**src/hw/tpo_pkg.sv**
```systemverilog
package tpo_pkg;

   // Register byte offsets (one aligned 32-bit word each)
   localparam logic [7:0] OFS_GROUP_A_BUF  = 8'h00;
   localparam logic [7:0] OFS_GROUP_A_CTRL = 8'h04;
   localparam logic [7:0] OFS_GROUP_B_BUF  = 8'h08;
   localparam logic [7:0] OFS_TRIG_SEL     = 8'h0C;
   localparam logic [7:0] OFS_HSW_CTRL     = 8'h10;
   localparam logic [7:0] OFS_PORT8_MODE   = 8'h14;
   localparam logic [7:0] OFS_PORT0_DIR    = 8'h18;
   localparam logic [7:0] OFS_PORT8_DIR    = 8'h1C;
   localparam logic [7:0] OFS_PORT0_DATA   = 8'h20;
   localparam logic [7:0] OFS_PORT8_DATA   = 8'h24;
   localparam logic [7:0] OFS_PORT0_PIN    = 8'h28;
   localparam logic [7:0] OFS_PORT8_PIN    = 8'h2C;

   // Group A control field positions
   localparam int CTRL_UPPER_EN   = 0;
   localparam int CTRL_LOWER_EN   = 1;
   localparam int CTRL_BYTE_MODE  = 2;
   localparam int CTRL_ALT_TRIG   = 3;
   // Group B buffer field positions
   localparam int BUFB_VS_LEVEL   = 0;
   localparam int BUFB_VS_HIZ     = 1;
   localparam int BUFB_VS_HSYNC   = 2;
   localparam int BUFB_VS_PATTERN = 3;
   // Port 8 mode field positions
   localparam int MODE_VS_EN      = 0;
   localparam int MODE_HSW_EN     = 2;
   localparam int MODE_ROT_EN     = 3;
   // Head switch control field positions
   localparam int HSW_HEAD_BIT    = 0;
   localparam int HSW_CHROMA_BIT  = 1;

   localparam logic [7:0] RESET_BYTE = 8'h00;

   // Pseudo vsync pattern default: length and bit shape
   localparam int          VS_PATTERN_LEN = 8;
   localparam logic [7:0]  VS_PATTERN     = 8'h3C;

   typedef enum logic [1:0] {
      TPO_SRC_T0_B,
      TPO_SRC_T0_C,
      TPO_SRC_T1_D,
      TPO_SRC_T5
   } tpo_src_t;

   typedef struct packed {
      logic t0_a;
      logic t0_b;
      logic t0_c;
      logic t1_d;
      logic t5;
      logic alt;
   } tpo_trig_t;

endpackage : tpo_pkg

```
**src/hw/tpo_vsync_gen.sv**
```systemverilog
`timescale 1ns/1ps
module tpo_vsync_gen #(
   parameter int               PAT_LEN = tpo_pkg::VS_PATTERN_LEN,
   parameter logic [PAT_LEN-1:0] PATTERN = tpo_pkg::VS_PATTERN
) (
   input  wire logic clock,
   input  wire logic sys_rst,
   input  wire logic trigger,
   input  wire logic pattern_mode,
   input  wire logic level,
   input  wire logic hiz,
   input  wire logic hsync_mix,
   input  wire logic hsync,
   output logic      pin_out,
   output logic      pin_oe
);
   logic                       latched_level;
   logic                       latched_hiz;
   logic                       latched_mix;
   logic                       latched_pat;
   logic [$clog2(PAT_LEN)-1:0] pat_idx;

   // Level, hi-z and mix flags only change at the trigger instant
   always_ff @(posedge clock) begin
      if (sys_rst) begin
         latched_level <= 1'b0;
         latched_hiz   <= 1'b1;
         latched_mix   <= 1'b0;
         latched_pat   <= 1'b0;
      end else if (trigger) begin
         latched_level <= level;
         latched_hiz   <= hiz;
         latched_mix   <= hsync_mix;
         latched_pat   <= pattern_mode;
      end
   end

   // Pattern restarts on every trigger and then repeats
   always_ff @(posedge clock) begin
      if (sys_rst || trigger) begin
         pat_idx <= '0;
      end else if (latched_pat) begin
         if (pat_idx == $clog2(PAT_LEN)'(PAT_LEN - 1)) begin
            pat_idx <= '0;
         end else begin
            pat_idx <= pat_idx + 1'b1;
         end
      end
   end

   always_ff @(posedge clock) begin
      if (sys_rst) begin
         pin_out <= 1'b0;
         pin_oe  <= 1'b0;
      end else begin
         pin_oe <= ~latched_hiz;
         if (latched_pat) begin
            pin_out <= PATTERN[pat_idx] ^ (latched_mix & hsync);
         end else begin
            pin_out <= latched_level ^ (latched_mix & hsync);
         end
      end
   end
endmodule : tpo_vsync_gen

```
**src/hw/tpo_axil_slave.sv**
```systemverilog
`timescale 1ns/1ps
module tpo_axil_slave (
   input  wire logic        clock,
   input  wire logic        sys_rst,
   input  wire logic [7:0]  s_axi_awaddr,
   input  wire logic        s_axi_awvalid,
   output logic             s_axi_awready,
   input  wire logic [31:0] s_axi_wdata,
   input  wire logic [3:0]  s_axi_wstrb,
   input  wire logic        s_axi_wvalid,
   output logic             s_axi_wready,
   output logic [1:0]       s_axi_bresp,
   output logic             s_axi_bvalid,
   input  wire logic        s_axi_bready,
   input  wire logic [7:0]  s_axi_araddr,
   input  wire logic        s_axi_arvalid,
   output logic             s_axi_arready,
   output logic [31:0]      s_axi_rdata,
   output logic [1:0]       s_axi_rresp,
   output logic             s_axi_rvalid,
   input  wire logic        s_axi_rready,
   output logic             wr_en,
   output logic [7:0]       wr_addr,
   output logic [7:0]       wr_data,
   input  wire logic        wr_ok,
   output logic [7:0]       rd_addr,
   input  wire logic [7:0]  rd_data,
   input  wire logic        rd_ok
);
   logic       aw_held;
   logic       w_held;
   logic [7:0] aw_q;
   logic [7:0] w_q;
   logic       w_lane;

   assign s_axi_awready = ~aw_held & ~s_axi_bvalid;
   assign s_axi_wready  = ~w_held & ~s_axi_bvalid;
   assign wr_addr       = aw_q;
   assign wr_data       = w_q;
   assign wr_en         = aw_held & w_held & w_lane;
   assign rd_addr       = s_axi_araddr;
   assign s_axi_arready = ~s_axi_rvalid;

   // Address and data may arrive in either order
   always_ff @(posedge clock) begin
      if (sys_rst) begin
         aw_held      <= 1'b0;
         w_held       <= 1'b0;
         aw_q         <= 8'h00;
         w_q          <= 8'h00;
         w_lane       <= 1'b0;
         s_axi_bvalid <= 1'b0;
         s_axi_bresp  <= 2'h0;
      end else begin
         if (s_axi_awvalid && s_axi_awready) begin
            aw_held <= 1'b1;
            aw_q    <= s_axi_awaddr;
         end
         if (s_axi_wvalid && s_axi_wready) begin
            w_held <= 1'b1;
            w_q    <= s_axi_wdata[7:0];
            w_lane <= s_axi_wstrb[0];
         end
         if (aw_held && w_held) begin
            aw_held      <= 1'b0;
            w_held       <= 1'b0;
            s_axi_bvalid <= 1'b1;
            s_axi_bresp  <= wr_ok ? 2'h0 : 2'h2;
         end else if (s_axi_bready) begin
            s_axi_bvalid <= 1'b0;
         end
      end
   end

   always_ff @(posedge clock) begin
      if (sys_rst) begin
         s_axi_rvalid <= 1'b0;
         s_axi_rdata  <= 32'h0000_0000;
         s_axi_rresp  <= 2'h0;
      end else if (s_axi_arvalid && s_axi_arready) begin
         s_axi_rvalid <= 1'b1;
         s_axi_rdata  <= {24'h00_0000, rd_ok ? rd_data : 8'h00};
         s_axi_rresp  <= rd_ok ? 2'h0 : 2'h2;
      end else if (s_axi_rready) begin
         s_axi_rvalid <= 1'b0;
      end
   end
endmodule : tpo_axil_slave

```
**src/hw/tpo_timed_port.sv**
```systemverilog
`timescale 1ns/1ps
// Functional notes
// - Trigger copies buffer into output latch
// - Group A: two nibbles or one byte
// - Group B: bit 0, bits 2-3
// - Upper nibble loads on timer0 match B
// - Lower nibble/byte on match C or alternate
// - Bit 0 trigger chosen from four sources
// - Bits 2-3 follow head switch on match A
// - Head switch rewrite shows immediately
// - Vsync bit drives low, high, hi-z
// - Vsync bit can mix horizontal sync
// - Pattern mode repeats pattern per trigger
// - Unused port bits individually input or output
module tpo_timed_port #(
   parameter int                 PAT_LEN = tpo_pkg::VS_PATTERN_LEN,
   parameter logic [PAT_LEN-1:0] PATTERN = tpo_pkg::VS_PATTERN
) (
   input  wire logic        clock,
   input  wire logic        sys_rst,
   input  wire logic [7:0]  s_axi_awaddr,
   input  wire logic        s_axi_awvalid,
   output logic             s_axi_awready,
   input  wire logic [31:0] s_axi_wdata,
   input  wire logic [3:0]  s_axi_wstrb,
   input  wire logic        s_axi_wvalid,
   output logic             s_axi_wready,
   output logic [1:0]       s_axi_bresp,
   output logic             s_axi_bvalid,
   input  wire logic        s_axi_bready,
   input  wire logic [7:0]  s_axi_araddr,
   input  wire logic        s_axi_arvalid,
   output logic             s_axi_arready,
   output logic [31:0]      s_axi_rdata,
   output logic [1:0]       s_axi_rresp,
   output logic             s_axi_rvalid,
   input  wire logic        s_axi_rready,
   input  wire tpo_pkg::tpo_trig_t trig,
   input  wire logic        hsync,
   input  wire logic [7:0]  port0_in,
   output logic [7:0]       port0_out,
   output logic [7:0]       port0_oe,
   input  wire logic [7:0]  port8_in,
   output logic [7:0]       port8_out,
   output logic [7:0]       port8_oe
);
   logic [7:0] group_a_buf;
   logic [7:0] group_a_ctrl;
   logic [7:0] group_b_buf;
   logic [7:0] trig_sel;
   logic [7:0] head_switch_out_ctrl;
   logic [7:0] port8_mode_ctrl;
   logic [7:0] port0_dir;
   logic [7:0] port8_dir;
   logic [7:0] port0_data;
   logic [7:0] port8_data;
   logic [7:0] group_a_latch;
   logic [1:0] hsw_latch;
   logic       wr_en;
   logic [7:0] wr_addr;
   logic [7:0] wr_data;
   logic       wr_ok;
   logic [7:0] rd_addr;
   logic [7:0] rd_data;
   logic       rd_ok;
   logic       upper_trig;
   logic       lower_trig;
   logic       vs_trig;
   logic       vs_pin;
   logic       vs_oe;
   logic       hsw_write;
   logic [7:0] a_timed;
   logic [7:0] b_timed;
   logic [7:0] b_value;
   logic [7:0] b_oe;

   tpo_axil_slave u_bus (
      .clock         (clock),
      .sys_rst       (sys_rst),
      .s_axi_awaddr  (s_axi_awaddr),
      .s_axi_awvalid (s_axi_awvalid),
      .s_axi_awready (s_axi_awready),
      .s_axi_wdata   (s_axi_wdata),
      .s_axi_wstrb   (s_axi_wstrb),
      .s_axi_wvalid  (s_axi_wvalid),
      .s_axi_wready  (s_axi_wready),
      .s_axi_bresp   (s_axi_bresp),
      .s_axi_bvalid  (s_axi_bvalid),
      .s_axi_bready  (s_axi_bready),
      .s_axi_araddr  (s_axi_araddr),
      .s_axi_arvalid (s_axi_arvalid),
      .s_axi_arready (s_axi_arready),
      .s_axi_rdata   (s_axi_rdata),
      .s_axi_rresp   (s_axi_rresp),
      .s_axi_rvalid  (s_axi_rvalid),
      .s_axi_rready  (s_axi_rready),
      .wr_en         (wr_en),
      .wr_addr       (wr_addr),
      .wr_data       (wr_data),
      .wr_ok         (wr_ok),
      .rd_addr       (rd_addr),
      .rd_data       (rd_data),
      .rd_ok         (rd_ok)
   );

   // Register decode
   always_comb begin
      wr_ok = 1'b1;
      case (wr_addr)
         tpo_pkg::OFS_GROUP_A_BUF,  tpo_pkg::OFS_GROUP_A_CTRL,
         tpo_pkg::OFS_GROUP_B_BUF,  tpo_pkg::OFS_TRIG_SEL,
         tpo_pkg::OFS_HSW_CTRL,     tpo_pkg::OFS_PORT8_MODE,
         tpo_pkg::OFS_PORT0_DIR,    tpo_pkg::OFS_PORT8_DIR,
         tpo_pkg::OFS_PORT0_DATA,   tpo_pkg::OFS_PORT8_DATA: wr_ok = 1'b1;
         default: wr_ok = 1'b0;
      endcase
   end

   always_ff @(posedge clock) begin
      if (sys_rst) begin
         group_a_buf          <= tpo_pkg::RESET_BYTE;
         group_a_ctrl         <= tpo_pkg::RESET_BYTE;
         group_b_buf          <= tpo_pkg::RESET_BYTE;
         trig_sel             <= tpo_pkg::RESET_BYTE;
         head_switch_out_ctrl <= tpo_pkg::RESET_BYTE;
         port8_mode_ctrl      <= tpo_pkg::RESET_BYTE;
         port0_dir            <= tpo_pkg::RESET_BYTE;
         port8_dir            <= tpo_pkg::RESET_BYTE;
         port0_data           <= tpo_pkg::RESET_BYTE;
         port8_data           <= tpo_pkg::RESET_BYTE;
      end else if (wr_en) begin
         case (wr_addr)
            tpo_pkg::OFS_GROUP_A_BUF:  group_a_buf <= wr_data;
            tpo_pkg::OFS_GROUP_A_CTRL: group_a_ctrl <= wr_data;
            tpo_pkg::OFS_GROUP_B_BUF:  group_b_buf <= wr_data;
            tpo_pkg::OFS_TRIG_SEL:     trig_sel <= wr_data;
            tpo_pkg::OFS_HSW_CTRL:     head_switch_out_ctrl <= wr_data;
            tpo_pkg::OFS_PORT8_MODE:   port8_mode_ctrl <= wr_data;
            tpo_pkg::OFS_PORT0_DIR:    port0_dir <= wr_data;
            tpo_pkg::OFS_PORT8_DIR:    port8_dir <= wr_data;
            tpo_pkg::OFS_PORT0_DATA:   port0_data <= wr_data;
            tpo_pkg::OFS_PORT8_DATA:   port8_data <= wr_data;
            default: ;
         endcase
      end
   end

   always_comb begin
      rd_ok   = 1'b1;
      case (rd_addr)
         tpo_pkg::OFS_GROUP_A_BUF:  rd_data = group_a_buf;
         tpo_pkg::OFS_GROUP_A_CTRL: rd_data = group_a_ctrl;
         tpo_pkg::OFS_GROUP_B_BUF:  rd_data = group_b_buf;
         tpo_pkg::OFS_TRIG_SEL:     rd_data = trig_sel;
         tpo_pkg::OFS_HSW_CTRL:     rd_data = {6'h00, hsw_latch};
         tpo_pkg::OFS_PORT8_MODE:   rd_data = port8_mode_ctrl;
         tpo_pkg::OFS_PORT0_DIR:    rd_data = port0_dir;
         tpo_pkg::OFS_PORT8_DIR:    rd_data = port8_dir;
         tpo_pkg::OFS_PORT0_DATA:   rd_data = port0_data;
         tpo_pkg::OFS_PORT8_DATA:   rd_data = port8_data;
         tpo_pkg::OFS_PORT0_PIN:    rd_data = port0_in;
         tpo_pkg::OFS_PORT8_PIN:    rd_data = port8_in;
         default: begin
            rd_data = 8'h00;
            rd_ok   = 1'b0;
         end
      endcase
   end

   // Trigger routing
   assign upper_trig = trig.t0_b;
   assign lower_trig = group_a_ctrl[tpo_pkg::CTRL_ALT_TRIG] ?
                       trig.alt : trig.t0_c;
   always_comb begin
      case (tpo_pkg::tpo_src_t'(trig_sel[1:0]))
         tpo_pkg::TPO_SRC_T0_B: vs_trig = trig.t0_b;
         tpo_pkg::TPO_SRC_T0_C: vs_trig = trig.t0_c;
         tpo_pkg::TPO_SRC_T1_D: vs_trig = trig.t1_d;
         tpo_pkg::TPO_SRC_T5:   vs_trig = trig.t5;
         default:               vs_trig = 1'b0;
      endcase
   end

   // Group A latch; byte mode moves all eight bits on the lower trigger
   always_ff @(posedge clock) begin
      if (sys_rst) begin
         group_a_latch <= tpo_pkg::RESET_BYTE;
      end else if (group_a_ctrl[tpo_pkg::CTRL_BYTE_MODE]) begin
         if (lower_trig) begin
            group_a_latch <= group_a_buf;
         end
      end else begin
         if (upper_trig) begin
            group_a_latch[7:4] <= group_a_buf[7:4];
         end
         if (lower_trig) begin
            group_a_latch[3:0] <= group_a_buf[3:0];
         end
      end
   end

   // Write wins over a same-cycle match so software sees its value at once
   assign hsw_write = wr_en && (wr_addr == tpo_pkg::OFS_HSW_CTRL);
   always_ff @(posedge clock) begin
      if (sys_rst) begin
         hsw_latch <= 2'h0;
      end else if (hsw_write) begin
         hsw_latch <= wr_data[1:0];
      end else if (trig.t0_a) begin
         hsw_latch <= head_switch_out_ctrl[1:0];
      end
   end

   tpo_vsync_gen #(
      .PAT_LEN (PAT_LEN),
      .PATTERN (PATTERN)
   ) u_vsync (
      .clock        (clock),
      .sys_rst      (sys_rst),
      .trigger      (vs_trig),
      .pattern_mode (group_b_buf[tpo_pkg::BUFB_VS_PATTERN]),
      .level        (group_b_buf[tpo_pkg::BUFB_VS_LEVEL]),
      .hiz          (group_b_buf[tpo_pkg::BUFB_VS_HIZ]),
      .hsync_mix    (group_b_buf[tpo_pkg::BUFB_VS_HSYNC]),
      .hsync        (hsync),
      .pin_out      (vs_pin),
      .pin_oe       (vs_oe)
   );

   // Timed mode per nibble on group A, per bit on group B
   assign a_timed = {{4{group_a_ctrl[tpo_pkg::CTRL_UPPER_EN]}},
                     {4{group_a_ctrl[tpo_pkg::CTRL_LOWER_EN]}}};
   assign b_timed = {4'h0, port8_mode_ctrl[tpo_pkg::MODE_ROT_EN],
                     port8_mode_ctrl[tpo_pkg::MODE_HSW_EN], 1'b0,
                     port8_mode_ctrl[tpo_pkg::MODE_VS_EN]};
   assign b_value = {4'h0, hsw_latch[tpo_pkg::HSW_CHROMA_BIT],
                     hsw_latch[tpo_pkg::HSW_HEAD_BIT], 1'b0, vs_pin};
   assign b_oe    = {4'h0, 2'b11, 1'b0, vs_oe};

   // Pin drivers; outputs are registered
   genvar i;
   generate
      for (i = 0; i < 8; i++) begin : g_pin
         always_ff @(posedge clock) begin
            if (sys_rst) begin
               port0_out[i] <= 1'b0;
               port0_oe[i]  <= 1'b0;
               port8_out[i] <= 1'b0;
               port8_oe[i]  <= 1'b0;
            end else begin
               port0_out[i] <= a_timed[i] ? group_a_latch[i] : port0_data[i];
               port0_oe[i]  <= a_timed[i] | port0_dir[i];
               port8_out[i] <= b_timed[i] ? b_value[i] : port8_data[i];
               port8_oe[i]  <= b_timed[i] ? b_oe[i] : port8_dir[i];
            end
         end
      end
   endgenerate
endmodule : tpo_timed_port

```
**config.mk**
```make
export PLATFORM = sky130hd
export DESIGN_NAME = tpo_timed_port
export DESIGN_NICKNAME = d
export VERILOG_FILES = /design/src/hw/tpo_pkg.sv /design/src/hw/tpo_vsync_gen.sv /design/src/hw/tpo_axil_slave.sv /design/src/hw/tpo_timed_port.sv
export SDC_FILE = /design/constraint.sdc
export NUM_CORES = 1
export LEC_CHECK = 0
export BUFFER_PORTS_ARGS = -buffer_cell sky130_fd_sc_hd__buf_2
export CORE_MARGIN = 1.5
export CORE_UTILIZATION = 49
export DETAILED_ROUTE_END_ITERATION = 10
export PLACE_DENSITY = 0.76
export RECOVER_POWER = 25
export SKIP_CTS_REPAIR_TIMING = 1
export SYNTH_ARGS = -nofsm -noshare
export SYNTH_HDL_FRONTEND = slang
export SYNTH_SLANG_ARGS = --single-unit
```
**constraint.sdc**
```tcl
create_clock -name clock -period 1.7 [get_ports clock]
set_input_delay 0.255 -clock clock [delete_from_list [all_inputs] [get_ports clock]]
set_output_delay 0.255 -clock clock [all_outputs]
set_load 0.02 [all_outputs]
```
==> results of run 1 <==
[logic make-up after synthesis]
family / synth area share
flops: 0.4648
mux: 0.1954
compound gates: 0.08309
xor+xnor: 0.003887
fa+ha+maj: 0.003700
simple gates: 0.1884
other cells: 0.0005546
buf+inv: 0.06014
[path summary, 6_finish.rpt]
check | startpoint | to | slack [ns] | depth (start not counted)
min | s_axi_awaddr[7] | u_bus.wr_addr[7] | 0.05 | 3
max reg2reg | u_bus.wr_addr[6] | trig_sel[2] | -0.14 | 7
min reg2reg | u_vsync.latched_hiz | u_vsync.pin_oe | 0.42 | 1
max | u_bus.wr_addr[6] | trig_sel[2] | -0.14 | 7
[metrics by stage]
step           hold WS [ns]    util
6_report            0.05100  0.6345
5_1_grt             0.05400  0.6345
4_1_cts             0.04382  0.6290
3_5_place_dp         0.4054  0.5831
3_3_place_gp         0.3957  0.5831
2_1_floorplan        0.3910       -
[cell usage in the layout (no fill, tap or decap), types with 4 or more instances in the layout]
cell	netlist	layout
dfxtp_1	157	153
nor2_1	133	132
mux2i_1	114	111
buf_2	7	100
nand2_1	59	59
buf_4	26	58
a21oi_1	29	29
conb_1	1	26
nor2b_1	18	18
clkbuf_16	0	17
nor3_1	13	12
o21ai_0	10	10
nand3_1	9	9
a22o_1	7	7
buf_12	0	7
inv_1	6	6
mux2_2	6	6
o22ai_1	6	6
mux4_2	5	5
a211oi_1	5	5
nand4_1	5	5
nand2b_1	5	5
and2_1	5	5
a22oi_1	5	5
clkinvlp_4	0	4
buf_6	1	4
dfxtp_2	0	4
[metal layers]
| metal | vias up | track usage | wire length, µm |
|---|---|---|---|
| li1 | 2740 | - | - |
| met1 | 2622 | 0.3099 | 7788 |
| met2 | 177 | 0.3857 | 8287 |
| met3 | 28 | 0.05991 | 946 |
| met4 | 0 | 0.09853 | 438 |
| met5 | - | 0 | 0 |
[critical path, stage by stage (launching register included)]
cell	delay (ns)
dfxtp_1	0.31
nand4bb_1	0.20
or4_4	0.43
buf_6	0.15
nor3_4	0.16
buf_12	0.17
mux2i_1	0.21
nor2_1	0.08
[power groups by stage]
stage | clock [W] | sequential [W] | combinational (W)
2_1_floorplan | 0 | 0.00383 | 0.000391
3_3_place_gp | 0 | 0.00387 | 0.000561
3_5_place_dp | 0 | 0.00387 | 0.000563
4_1_cts | 0.00399 | 0.00378 | 0.000565
5_1_grt | 0.00414 | 0.00379 | 0.000619
6_report | 0.00394 | 0.00379 | 0.000573
[area by class of cell]
type / instances / share of cell area
Multi-Input combinational cell: 514 / 0.3950
Sequential cell: 157 / 0.3717
Timing Repair Buffer: 169 / 0.1324
Clock buffer: 18 / 0.05067
Tap cell: 176 / 0.02600
Clock inverter: 14 / 0.02157
Inverter: 6 / 0.002659
==> impl_metrics.toml, run 1 <==
[status]
status = "finished with violations"
failed_checks = "negative setup slack"

[layout]
diodes = 0
multi_input_area_mm2 = 0.003346
nets = 949
fillCellCount = 1113
final-instance-count-excl-fill = 1054
finalInstanceArea_mm2 = 0.008469
regArea_mm2 = 0.003148
drive_gt1_frac = 0.2688
syn_to_final_growth_pct = 25.26

[worst_setup_path]
cp_max_fo = 8
critPathKind = "reg -> reg"
startpoint_type = "flop"
cp-end-kind = "flop"
cp.required_ns = 2.00
arrival_ns = 2.14

[clocking]
clock_latency_ns = 0.43
cts-root-buf = "clkbuf_16"
cts_buffer_depth = 2
clkTransAtPathRegs_ns = 0.06
htreeDepth = 4
cts.sinks = 157
cts_buffers = 17
cts_tree = "yes"

[sta]
rsz0062_at_grt = "true"
fin_skew_ns = 0.006429
finalSetupTns_ns = -3.069
fmax_mhz = 544.3
finalCriticalPeriod_ns = 1.837
hold_viol_final = 0
maxSlewHeadroom = 0.6206
fin_ws_ns = -0.1374
slew_violations = 0
final-setup-viol-count = 48
worst_pin_slew_ns = 0.5684
finalCritPeriodShare = 1.081

[synthesis]
synth-edff-count = 0
synth_flop_cell = "dfxtp_1"
ys_top_cells_by_count = "dfxtp_1, nor2_1, mux2i_1"
syn_inst = 724
synth_cell_type_count = 57
syn_area_per_cell_um2 = 9.339
synth_area_leader_cell = "dfxtp_1"
seq_area_frac_synth = 0.4648
ys_warn_count = 0
yosys-top-cells-area = "dfxtp_1, mux2i_1, nor2_1"
synth_top_area_frac = 0.4648
synth.ff_latch_count = 157
yosysMostFrequentCell = "dfxtp_1"
ys_async_sr_fraction = 0
synthesis.area_mm2 = 0.006761

[placed_design]
place_area_mm2 = 0.007784
place_hpwl_um = 12380
post-place-ws_ns = -0.2210
place_inst = 1021
gp_congestion = 0.9260
io_buffers = 101

[pwr]
pwr-share-clk = 0.474
combPwrFrac = 0.069
p_int_w = 0.006281
total_leakage_power_nw = 3.663
switching_share = 0.2433
p_per_area_mw_per_mm2 = 980.0
p_seq_frac = 0.456
total_power_w = 0.008300
irDropWorstVdd_v = 0.0006416
p_sw_w = 0.002019

[die]
floorplan.initialDensity = 0.5066
placementRows = 42
die_w_um = 120.5
pin_count = 155
dieArea_mm2 = 0.01451
die_h_um = 120.5
core-area_mm2 = 0.01335

[global_routing]
antenna_found_initial = 0
grt_pass1_wl_um = 26410
overflow = 0
grt.total_usage = 0.2404
grt_max_degree = 86
grt_pass1_vias = 4982

[min_path]
hold_path.class = "in -> reg"

[detailed_routing]
drt-pass1-iter-count = 5
drt_iter0_drc = 393
wl_um = 17460
route.detailed.drc = 0
ant_nets = 0
viasPerCell = 5.282
vias = 5567
wire_per_inst_um = 16.57

[flow_run]
maxCapViolations = 0
Note: power is estimated with default switching activity, not from simulation.
==> inputs of run 2 (changes only) <==
CAP_MARGIN = 40   (was default)
CELL_PAD_IN_SITES_DETAIL_PLACEMENT = 1   (was default)
CELL_PAD_IN_SITES_GLOBAL_PLACEMENT = 1   (was default)
CORE_UTILIZATION = 35   (was 49)
PLACE_DENSITY = default   (was 0.76)
PLACE_DENSITY_LB_ADDON = 0.1   (was default)
==> impl_metrics.toml, run 2 (synthesis results as in run 1) <==
[detailed_routing]
drt-pass1-iter-count = 4
wire_per_inst_um = 17.96
drt_iter0_drc = 316
route.detailed.drc = 0
vias = 5651
ant_nets = 0
viasPerCell = 4.966
wl_um = 20440

[pwr]
irDropWorstVdd_v = 0.0007105
pwr-share-clk = 0.457
p_int_w = 0.006090
combPwrFrac = 0.075
switching_share = 0.2489
p_per_area_mw_per_mm2 = 944.7
total_leakage_power_nw = 3.650
p_sw_w = 0.002018
p_seq_frac = 0.468
total_power_w = 0.008109

[layout]
finish.utilization = 0.4558
syn_to_final_growth_pct = 26.94
layout_common_cells = "dfxtp_1, nor2_1, mux2i_1"
finalInstanceArea_mm2 = 0.008583
layout_commonest_cell = "dfxtp_1"
fillCellCount = 2177
regArea_mm2 = 0.003149
nets = 949
diodes = 0
multi_input_area_mm2 = 0.003364
drive_gt1_frac = 0.2688

[die]
floorplan.initialDensity = 0.3591
pin_count = 155
placementRows = 50
core-area_mm2 = 0.01883
dieArea_mm2 = 0.02016
die_w_um = 142.0
die_h_um = 142.0

[worst_setup_path]
cpLargestDelayFamily = "simple AND/OR/NAND/NOR gates"
reg2reg_depth = 7
cp-end-kind = "flop"
startpoint_type = "flop"
cp_max_fo = 8
critPathKind = "reg -> reg"
max_stage_delay_ns = 0.44
crit_chain = "nand4bb_1 -> or4_4 -> buf_6 -> nor3_4 -> buf_12 -> mux2i_1 -> nor2_1"
worst-path-buf-inv = 2
worst_path_max_delay_cell = "or4_4"
r2r-end = "trig_sel[3]"
cp.required_ns = 2.01
arrival_ns = 2.13
r2r_slack_ns = -0.12
r2r_start = "u_bus.wr_addr[6]"

[clocking]
clock_latency_ns = 0.43
cts-root-buf = "clkbuf_16"
clkTransAtPathRegs_ns = 0.06
cts_buffers = 17
cts_tree = "yes"
htreeDepth = 4
cts.sinks = 157
cts_buffer_depth = 2

[sta]
fin_ws_ns = -0.1189
rsz0062_at_grt = "true"
fmax_mhz = 549.8
slew_violations = 0
final-setup-viol-count = 56
hold_viol_final = 0
finalCriticalPeriod_ns = 1.819
timing.hold.ws_ns = 0.06300
finalCritPeriodShare = 1.070
worst_pin_slew_ns = 0.6827
maxSlewHeadroom = 0.5449
fin_skew_ns = 0.009089

[min_path]
hold_path.class = "in -> reg"
holdPathStages = 3
hold_path.startpoint = "s_axi_wdata[2]"
whs_endpoint = "u_bus.wr_data[2]"

[global_routing]
grt_max_degree = 88
antenna_found_initial = 0
grt-busiest-layer = "met2"
use_met1 = 0.2772
grt.total_usage = 0.2093
grt_util_met3 = 0.03365
overflow = 0
grt_pass1_wl_um = 31910
met2_usage = 0.3497
grt_pass1_vias = 5828

[flow_run]
maxCapViolations = 0

[status]
status = "finished with violations"
failed_checks = "negative setup slack"

[placed_design]
place_hpwl_um = 15340
io_buffers = 101
place_area_mm2 = 0.007959
post-place-ws_ns = -0.2527
gp_congestion = 0.8674
## run 2: changes by cell type in the layout (fill, tap and decap cells not counted), moves of 2 or more
| cell | before | now |
|---|---|---|
| inv_6 | 3 | 1 |
| buf_4 | 58 | 53 |
| mux2i_2 | 3 | 1 |
| nor2_4 | 1 | 4 |
| mux2i_1 | 111 | 113 |
| clkinv_4 | 1 | 3 |
| inv_8 | 2 | 0 |
| buf_12 | 7 | 9 |
| nor2_2 | 3 | 0 |
| bufinv_16 | 3 | 1 |
| clkbuf_8 | 0 | 3 |
## run 2: power by group through the flow
stage	clock [W]	combinational, W	sequential [W]
floorplan	0	0.000391	0.00383
global placement	0	0.000582	0.00387
detailed placement	0	0.000594	0.00388
CTS	0.00379	0.000595	0.00379
global route	0.00395	0.000663	0.00380
finish	0.00371	0.000606	0.00380
## run 2: tightest hold or removal path: stages
cell,delay [ns]
buf_2,0.10
nand2_1,0.05
a21oi_1,0.05
## run 2: worst max-delay path by stage
stage | startpoint | end | slack, ns | cells past startpoint
3_5_place_dp | s_axi_araddr[1] | u_bus.s_axi_rdata[7] | -0.25 | 6
4_1_cts | u_bus.wr_addr[7] | port0_dir[7] | -0.17 | 7
3_3_place_gp | s_axi_araddr[1] | u_bus.s_axi_rdata[7] | -0.18 | 6
5_1_grt | u_bus.wr_addr[6] | trig_sel[2] | -0.21 | 7
2_1_floorplan | u_bus.wr_addr[7] | trig_sel[0] | -0.13 | 6
6_report | u_bus.wr_addr[6] | trig_sel[3] | -0.12 | 7
## run 2: per-layer routing
layer / share of wire / vias to the layer above
met5: 0 / -
met4: 0.014 / 0
met3: 0.043 / 20
met2: 0.48 / 132
met1: 0.46 / 2760
li1: - / 2739
## run 2: metrics by stage
stage,std cells,TNS (ns)
after floorplan,749,-3.051
after global placement,1106,-5.167
after detailed placement,1106,-7.275
after CTS,1138,-6.275
after global routing,1138,-7.840
final,1138,-3.484
## run 2: layout make-up
cell class / count / area share
clock buffers: 20 / 0.05437
clock inverters: 12 / 0.01312
inverters: 6 / 0.002624
multi-input cells: 514 / 0.3920
flip-flops and latches: 157 / 0.3669
well taps: 260 / 0.03790
repair buffers: 169 / 0.1331
